<file path="src/rtl/ffm_pkg.sv">
// Constants and types shared by the flyback fault manager.
// Contract
// - Stop PWM after fault persists its delay
// - Filter is longer of 125us, two periods
// - Brownout filtered 40 ms, always auto-restart
// - Unfiltered start-up pin checks block PWM
// - Auto-restart: wait, discharge, retry, repeat
// - Latched: block restarts, regulate supply band
// - AC loss clears latch, fresh start-up
// - Supply over-voltage stops PWM; variant threshold
// - Basic variant latches OV, temp, shutdown faults
// - Supply under-voltage always auto-restarts
// - Overload timer basic only, auto-restart
// - Pin/diag faults latch except low-threshold
// - Over-temp restart waits for 10C cooling
// - Open shutdown pin normal, open drive hiccups
// - Shutdown input low filtered as fault
package ffm_pkg;

    localparam int unsigned CLK_HZ = 25_000_000;
    localparam int unsigned FILT_US = 125;
    localparam int unsigned FILT_CYC = (FILT_US * (CLK_HZ / 1_000_000));
    localparam int unsigned FILT_PERIODS = 2;
    localparam int unsigned BROWNOUT_MS = 40;
    localparam int unsigned BROWNOUT_CYC = BROWNOUT_MS * (CLK_HZ / 1000);
    // Restart delays are plain defaults; set per product
    localparam int unsigned LONG_RESTART_MS = 1000;
    localparam int unsigned SHORT_RESTART_MS = 100;
    localparam int unsigned LONG_RESTART_CYC = LONG_RESTART_MS * (CLK_HZ / 1000);
    localparam int unsigned SHORT_RESTART_CYC = SHORT_RESTART_MS * (CLK_HZ / 1000);
    localparam logic [31:0] PIN_CHECK_CYC = 32'h0000_0004;
    localparam int unsigned FCW = 21;
    localparam int unsigned NUM_FILT = 5;
    localparam logic [15:0] OVP_MV_NOM = 16'h445c;
    localparam logic [15:0] OVP_MV_LOW = 16'h3a02;
    localparam logic [FCW-1:0] FILT_RST = {FCW{1'b0}};

    typedef enum logic [1:0] {
        VAR_BASIC,
        VAR_STANDARD,
        VAR_LOW_THRESH,
        VAR_SPARE
    } ffm_variant_e;

    typedef enum logic [2:0] {
        ST_POWER_UP,
        ST_PIN_CHECK,
        ST_RUNNING,
        ST_RESTART_WAIT,
        ST_DISCHARGE,
        ST_RESTART,
        ST_LATCHED
    } ffm_state_e;

    // Comparator and analog status levels, asynchronous to core_clk
    typedef struct packed {
        logic supply_ov;
        logic supply_uv;
        logic over_temp;
        logic temp_cooled;
        logic shutdown_input_n;
        logic output_ov;
        logic ac_brownout;
        logic ac_present;
        logic xcap_discharge;
        logic feedback_sense_pin_fault;
        logic gate_drive_pin_short;
        logic gate_drive_pin_open;
        logic current_sense_pin_fault;
        logic vdd_at_reset_level;
        logic vdd_below_band;
        logic vdd_above_band;
    } ffm_sense_s;

    localparam ffm_sense_s SENSE_RST = '0;

endpackage

</file>
<file path="src/rtl/ffm_persist.sv">
// Persistence filter: time and switching-period qualification.
`timescale 1ns/1ps
`default_nettype none
module ffm_persist
    import ffm_pkg::*;
#(
    parameter int unsigned CYCLES = FILT_CYC,
    parameter int unsigned PERIODS = FILT_PERIODS
) (
    input wire logic core_clk, // Core clock
    input wire logic reset_n, // Async reset, low
    input wire logic fault_in, // Raw fault level
    input wire logic period_tick, // One pulse per PWM period
    input wire logic clear, // Hold filter empty
    output logic qualified // Fault persisted long enough
);

    localparam logic [FCW-1:0] LIM = FCW'(CYCLES);
    localparam logic [1:0] PLIM = 2'(PERIODS);

    typedef struct packed {
        logic [FCW-1:0] cnt;
        logic [1:0] per;
        logic q;
    } ffm_filt_s;

    ffm_filt_s s_r;
    ffm_filt_s s_nxt;

    always_comb begin
        s_nxt = s_r;
        if (clear || !fault_in) begin
            s_nxt.cnt = FILT_RST;
            s_nxt.per = 2'h0;
            s_nxt.q = 1'b0;
        end else begin
            if (s_r.cnt != LIM) begin
                s_nxt.cnt = s_r.cnt + 1'b1;
            end
            if (period_tick && s_r.per != PLIM) begin
                s_nxt.per = s_r.per + 2'h1;
            end
            s_nxt.q = (s_r.cnt == LIM) && (s_r.per == PLIM);
        end
    end

    always_ff @(posedge core_clk or negedge reset_n) begin
        if (!reset_n) begin
            s_r <= '0;
        end else begin
            s_r <= s_nxt;
        end
    end

    assign qualified = s_r.q;

endmodule
`default_nettype wire

</file>
<file path="src/rtl/ffm_fault_manager.sv">
// Fault supervision state machine of the flyback controller.
`timescale 1ns/1ps
`default_nettype none
module ffm_fault_manager
    import ffm_pkg::*;
#(
    parameter int unsigned BROWNOUT_CYCLES = BROWNOUT_CYC,
    parameter int unsigned LONG_RESTART_CYCLES = LONG_RESTART_CYC,
    parameter int unsigned SHORT_RESTART_CYCLES = SHORT_RESTART_CYC
) (
    input wire logic core_clk, // Core clock, 25 MHz
    input wire logic reset_n, // Async reset, low
    input wire ffm_variant_e variant_sel, // Fixed variant strap
    input wire ffm_sense_s sense_in, // Async analog status
    input wire logic internal_diag_fault, // Diagnostics, same clock
    input wire logic overload_trip, // Overload timer expired
    input wire logic pwm_period_tick, // One pulse per PWM period
    output logic pwm_enable, // Modulator may switch
    output logic low_power_mode, // Controller in low power
    output logic high_voltage_start_pin_on, // Start-up source on
    output logic supply_discharge, // Drain supply to reset
    output logic pin_check_active, // Start-up pin tests run
    output logic latched_fault, // Latched hold active
    output logic restart_attempt, // Pulse at each retry
    output logic [15:0] ovp_threshold_mv // Supply OVP trip level
);

    typedef struct packed {
        ffm_sense_s sync1;
        ffm_sense_s sync2;
        ffm_state_e st;
        logic [31:0] cnt;
        logic use_short;
        logic wait_temp;
        logic pwm;
        logic lpm;
        logic hv;
        logic dis;
        logic chk;
        logic latched;
        logic restart;
        logic [15:0] ovp_mv;
    } ffm_core_s;

    localparam logic [31:0] LONG_LIM = 32'(LONG_RESTART_CYCLES);
    localparam logic [31:0] SHORT_LIM = 32'(SHORT_RESTART_CYCLES);

    ffm_core_s s_r;
    ffm_core_s s_nxt;
    ffm_sense_s f;
    logic [NUM_FILT-1:0] raw_flt;
    logic [NUM_FILT-1:0] q_flt;
    logic q_brownout;
    logic filt_clear;

    ////////////////////////////////////////////////////////////////////
    // Persistence filters

    assign f = s_r.sync2;
    // Filters only arm while switching; stale counts never carry over
    assign filt_clear = (s_r.st != ST_RUNNING);
    assign raw_flt[0] = f.supply_ov;
    assign raw_flt[1] = f.supply_uv;
    assign raw_flt[2] = f.over_temp;
    assign raw_flt[3] = !f.shutdown_input_n;
    assign raw_flt[4] = f.output_ov;

    genvar gi;
    generate
        for (gi = 0; gi < NUM_FILT; gi++) begin : g_filt
            ffm_persist #(
                .CYCLES(FILT_CYC),
                .PERIODS(FILT_PERIODS)
            ) u_filt (
                .core_clk(core_clk),
                .reset_n(reset_n),
                .fault_in(raw_flt[gi]),
                .period_tick(pwm_period_tick),
                .clear(filt_clear),
                .qualified(q_flt[gi])
            );
        end
    endgenerate

    ffm_persist #(
        .CYCLES(BROWNOUT_CYCLES),
        .PERIODS(0)
    ) u_brownout (
        .core_clk(core_clk),
        .reset_n(reset_n),
        .fault_in(f.ac_brownout),
        .period_tick(pwm_period_tick),
        .clear(filt_clear),
        .qualified(q_brownout)
    );

    ////////////////////////////////////////////////////////////////////
    // Fault state machine

    function automatic ffm_core_s enter_fault(ffm_core_s c, logic latch, logic short_d, logic temp);
        ffm_core_s r;
        r = c;
        r.pwm = 1'b0;
        r.chk = 1'b0;
        r.dis = 1'b0;
        r.hv = 1'b0;
        r.lpm = 1'b1;
        r.cnt = 32'h0000_0000;
        r.use_short = short_d;
        r.wait_temp = temp;
        r.latched = latch;
        r.st = latch ? ST_LATCHED : ST_RESTART_WAIT;
        return r;
    endfunction

    logic pin_fault;
    logic run_latch;
    logic run_auto;
    logic [31:0] wait_lim;

    always_comb begin
        s_nxt = s_r;
        s_nxt.sync1 = sense_in;
        s_nxt.sync2 = s_r.sync1;
        s_nxt.restart = 1'b0;
        s_nxt.ovp_mv = (variant_sel == VAR_LOW_THRESH) ? OVP_MV_LOW : OVP_MV_NOM;
        pin_fault = f.feedback_sense_pin_fault | f.gate_drive_pin_short | f.current_sense_pin_fault
                    | internal_diag_fault;
        run_latch = (variant_sel == VAR_BASIC) && (q_flt[0] | q_flt[2] | q_flt[3] | q_flt[4]);
        run_auto = (|q_flt) | q_brownout | (overload_trip && variant_sel == VAR_BASIC);
        wait_lim = s_r.use_short ? SHORT_LIM : LONG_LIM;
        case (s_r.st)
            ST_POWER_UP: begin
                s_nxt.pwm = 1'b0;
                s_nxt.lpm = 1'b0;
                s_nxt.hv = 1'b1;
                s_nxt.latched = 1'b0;
                if (f.ac_present && !f.supply_uv) begin
                    s_nxt.st = ST_PIN_CHECK;
                    s_nxt.cnt = 32'h0000_0000;
                    s_nxt.chk = 1'b1;
                end
            end
            ST_PIN_CHECK: begin
                s_nxt.hv = 1'b0;
                s_nxt.cnt = s_r.cnt + 32'h0000_0001;
                if (s_r.cnt == PIN_CHECK_CYC - 32'h0000_0001) begin
                    if (pin_fault) begin
                        s_nxt = enter_fault(s_nxt, variant_sel != VAR_LOW_THRESH, 1'b0, 1'b0);
                    end else if (f.gate_drive_pin_open) begin
                        s_nxt = enter_fault(s_nxt, 1'b0, 1'b0, 1'b0);
                    end else begin
                        s_nxt.chk = 1'b0;
                        s_nxt.st = ST_RUNNING;
                        s_nxt.pwm = 1'b1;
                    end
                end
            end
            ST_RUNNING: begin
                if (run_latch || run_auto) begin
                    s_nxt = enter_fault(s_nxt, run_latch, q_brownout | f.xcap_discharge, q_flt[2]);
                end
            end
            ST_RESTART_WAIT: begin
                if (s_r.cnt != wait_lim) begin
                    s_nxt.cnt = s_r.cnt + 32'h0000_0001;
                end else if (!s_r.wait_temp || f.temp_cooled) begin
                    s_nxt.st = ST_DISCHARGE;
                    s_nxt.dis = 1'b1;
                end
            end
            ST_DISCHARGE: begin
                if (f.vdd_at_reset_level) begin
                    s_nxt.dis = 1'b0;
                    s_nxt.lpm = 1'b0;
                    s_nxt.hv = 1'b1;
                    s_nxt.st = ST_RESTART;
                    s_nxt.restart = 1'b1;
                end
            end
            ST_RESTART: begin
                if (f.ac_present && !f.supply_uv) begin
                    s_nxt.st = ST_PIN_CHECK;
                    s_nxt.cnt = 32'h0000_0000;
                    s_nxt.chk = 1'b1;
                end
            end
            ST_LATCHED: begin
                if (f.vdd_below_band) begin
                    s_nxt.hv = 1'b1;
                end else if (f.vdd_above_band) begin
                    s_nxt.hv = 1'b0;
                end
                if (!f.ac_present) begin
                    s_nxt.st = ST_POWER_UP;
                    s_nxt.latched = 1'b0;
                    s_nxt.lpm = 1'b0;
                    s_nxt.hv = 1'b1;
                end
            end
            default: begin
                s_nxt.st = ST_POWER_UP;
            end
        endcase
    end

    always_ff @(posedge core_clk or negedge reset_n) begin
        if (!reset_n) begin
            s_r <= '{sync1: SENSE_RST, sync2: SENSE_RST, st: ST_POWER_UP, cnt: 32'h0000_0000,
                     use_short: 1'b0, wait_temp: 1'b0, pwm: 1'b0, lpm: 1'b0, hv: 1'b0,
                     dis: 1'b0, chk: 1'b0, latched: 1'b0, restart: 1'b0, ovp_mv: OVP_MV_NOM};
        end else begin
            s_r <= s_nxt;
        end
    end

    assign pwm_enable = s_r.pwm;
    assign low_power_mode = s_r.lpm;
    assign high_voltage_start_pin_on = s_r.hv;
    assign supply_discharge = s_r.dis;
    assign pin_check_active = s_r.chk;
    assign latched_fault = s_r.latched;
    assign restart_attempt = s_r.restart;
    assign ovp_threshold_mv = s_r.ovp_mv;

endmodule
`default_nettype wire

</file>
<file path="config.mk">
export PLATFORM = sky130hd
export DESIGN_NAME = ffm_fault_manager
export DESIGN_NICKNAME = d
export VERILOG_FILES = /design/src/rtl/ffm_pkg.sv /design/src/rtl/ffm_persist.sv /design/src/rtl/ffm_fault_manager.sv
export SDC_FILE = /design/constraint.sdc
export NUM_CORES = 1
export LEC_CHECK = 0
export BUFFER_PORTS_ARGS = -buffer_cell sky130_fd_sc_hd__buf_2
export CAP_MARGIN = 20
export CORE_AREA = 10 10 140 174
export CTS_CLUSTER_SIZE = 14
export DETAILED_ROUTE_END_ITERATION = 8
export DIE_AREA = 0 0 150 184
export PLACE_DENSITY_LB_ADDON = 0.08
export SKIP_CTS_REPAIR_TIMING = 1
export SLEW_MARGIN = 10
export SYNTH_ARGS = -nofsm -noshare
export SYNTH_HDL_FRONTEND = slang
export SYNTH_HIERARCHICAL = 1
export SYNTH_SLANG_ARGS = --single-unit
</file>
<file path="constraint.sdc">
create_clock -name core_clk -period 2.1 [get_ports core_clk]
set_input_delay 0.21 -clock core_clk [delete_from_list [all_inputs] [get_ports core_clk]]
set_output_delay 0.21 -clock core_clk [all_outputs]
set_load 0.02 [all_outputs]
</file>
==> flow_summary.toml <==
[worst_setup_path]
crit_path_end_kind = "flop"
cp_max_fo = 4
cp-start-kind = "flop"
required_ns = 2.51
cp.arrival_ns = 2.62
crit_type = "reg -> reg"

[final_layout]
layout.nets = 1421
area_growth_syn_to_layout_pct = 21.0
drive_gt1_share_pct = 18.4
fin_util_pct = 67.1
num_antenna_cells = 0
fill_cells = 1722
final_cell_area_mm2 = 0.0140

[job]
cap_violations = 0

[clocking]
cts.path.max_buffers = 3
clk_pin_slew_worst_paths_ns = 0.06
numCtsBuffers = 25
cts.sinks = 222
cts_tree = "done"
clock-root-buffer = "clkbuf_16"
clock_latency_ns = 0.53
htreeDepth = 1

[synthesis]
ys.flop_type = "dfrtp_1"
synth_cell_types = 68
yosysSeqAreaShare_pct = 48.1
yosysWarnings = 6
syn_area_per_cell_um2 = 9.34
synth_edf_count = 0
netlist_area_mm2 = 0.0116
ys_ff_latch = 222
netlist_instances = 1237
synth-async-reset-ratio_pct = 100

[timing]
tightest_slew_ns = 0.623
period_needed_ns = 2.21
slew_violations = 0
fmax_mhz = 452
setup_slack_ns = -0.111
finalCritPeriodShare_pct = 105
hold_violations = 0
fin_skew_ns = 0.0143
rsz0062_at_grt = "yes"
max_slew_margin_pct = 58.1
setup_viol = 3

[global_routing]
grt_pass1_wl_um = 44100
track_usage_pct = 18.8
first_global_vias = 9277
antenna_found_initial = 0
gr-total-overflow = 0
grt_max_degree = 64

[drt]
drt-initial-drc-count = 483
routed_wl_um = 26300
via_per_inst = 5.71
dr_total_vias = 9525
wire_per_inst_um = 15.8
drtAntennaViolNets = 0
route.detailed.drc = 0
drtPass1Iterations = 5

[power]
powerDensity_mw_per_mm2 = 850
power_leakage_uw = 0.00567
irDropWorstVdd_uv = 827

[die]
start_util_pct = 55.5
die_x_um = 150
dieHeight_um = 184
core_mm2 = 0.0208
dieArea_mm2 = 0.0276
std_cell_rows = 59
io_pins = 46

[placement]
hpwl_um = 18300
port_buffers = 40
gp_congestion = 0.904
place_area_mm2 = 0.0127

[run_status]
status = "finished with violations"
violations = "setup timing"

[min_path]
hold_path.class = "in -> reg"
-- worst paths after layout --
check / start / end / slack (ns) / cells after the start
hold / removal: variant_sel[0] / ovp_threshold_mv[13] / 0.12 / 4
setup / recovery: s_r[34] / s_r[58] / -0.11 / 6
min in group asynchronous: reset_n / g_filt[1].u_filt/s_r[13] / 0.22 / 2
max in group asynchronous: reset_n / g_filt[3].u_filt/s_r[22] / 1.14 / 3
setup reg to reg: s_r[34] / s_r[58] / -0.11 / 6
hold reg to reg: s_r[81] / f[5] / 0.35 / 0
-- registers in the layout, indices dropped and copies added (netlist names), 2 cells and up --
| signal | cells |
|---|---|
| g_filt.u_filt/s_r | 115 |
| ovp_threshold_mv | 2 |
| g_filt.u_filt/qualified | 5 |
| f | 16 |
| s_r | 53 |
| u_brownout/s_r | 23 |
-- cell families after synthesis --
group	after synthesis	share of synthesized area (%)
AO/OA/AOI/OAI	185	10.1
XOR/XNOR	82	6.21
adder cells (fa/ha/maj)	20	2.17
buffers and inverters	107	4.27
flip-flops	222	48.1
multiplexers	5	0.476
other	1	0.0325
AND/OR/NAND/NOR	615	28.7
-- power by group --
| part | switching (uW) | leakage, uW | internal (uW) | total, uW |
|---|---|---|---|---|
| clock network | 1800 | 0.000434 | 2940 | 4740 |
| registers | 168 | 0.00301 | 4450 | 4620 |
| logic | 1410 | 0.00223 | 1110 | 2530 |
| total | 3380 | 0.00567 | 8510 | 11900 |
-- layout by cell type (no fill, tap or decap), drive strengths merged, types with 17 or more instances in the layout --
master	instances
a21oi	65
and4	19
buf	152
clkbuf	31
dfrtp	221
dlygate4sd3	17
ha	20
inv	48
nand2	87
nand2b	17
nand3	64
nand4	32
nor2	149
nor3	63
nor4	33
o21ai	53
o31ai	23
or3	35
or4	28
xnor2	74
-- stage by stage --
stage	setup WS [ns]	std cells	setup TNS, ns	power [uW]	hold slack (ns)
after floorplan	-0.0778	1241	-0.146	6030	-0.0856
final	-0.111	1669	-0.222	11900	0.121
after global placement	-0.102	1602	-0.197	6890	0.193
after global routing	-0.198	1669	-1.79	12400	0.121
after CTS	-0.137	1646	-0.442	11700	-0.360
after detailed placement	-0.135	1602	-0.325	6920	0.198
-- per-layer routing --
layer  part of all wire [%]  wire length (um)  GRT usage (%)  vias to the layer above
li1                       -                 -              -                     4683
met1                     43             11400           23.6                     4619
met2                     50             13300           33.2                      180
met3                    3.9              1020           2.32                       43
met4                    2.2               586           5.45                        0
met5                      0                 0              0                        -
-- layout make-up --
cell class | count | area, um^2 | share of cell area, %
Clock buffer | 30 | 684 | 4.90
Clock inverter | 14 | 214 | 1.53
Inverter | 47 | 178 | 1.27
Multi-Input combinational cell | 912 | 5690 | 40.7
Sequential cell | 222 | 5560 | 39.8
Tap cell | 274 | 343 | 2.45
Timing Repair Buffer | 170 | 1310 | 9.35
-- cell usage after synthesis (3+ instances only) --
library cell	number	area share, %
o41ai_1	3	0.23
xor2_1	8	0.61
nor3_1	63	2.7
dfrtp_1	221	48
a21o_1	3	0.19
nand3b_1	11	0.71
or2_2	8	0.43
a21oi_1	63	2.7
clkbuf_1	30	0.97
nand2b_1	17	0.92
nor4b_1	16	1.2
o31ai_1	22	1.4
a41o_1	5	0.43
nor2_1	149	4.8
nand3_1	64	2.8
nor3b_1	5	0.32
nor4_1	31	1.7
nand4_1	29	1.6
and2_1	7	0.38
a31oi_1	6	0.32
and4_1	19	1.4
nand2_1	86	2.8
mux2i_1	4	0.35
o21ai_0	51	2.2
buf_4	21	1.4
inv_1	46	1.5
or4_1	27	1.8
buf_2	9	0.39
or3_1	34	1.8
o21a_1	12	0.78
ha_1	20	2.2
nand4_2	3	0.32
nor2b_1	12	0.65
or2_1	8	0.43
xnor2_1	74	5.6
and3_1	15	0.81
-- critical path, cell delays in order (launching register included) --
cell and delay [ns]:
dfrtp_1 0.41, nor4_4 0.33, nand4_4 0.20, a2111oi_4 0.36
a21oi_2 0.11, or3_4 0.40, a211o_1 0.30
Power figures use the tool's default switching activity.
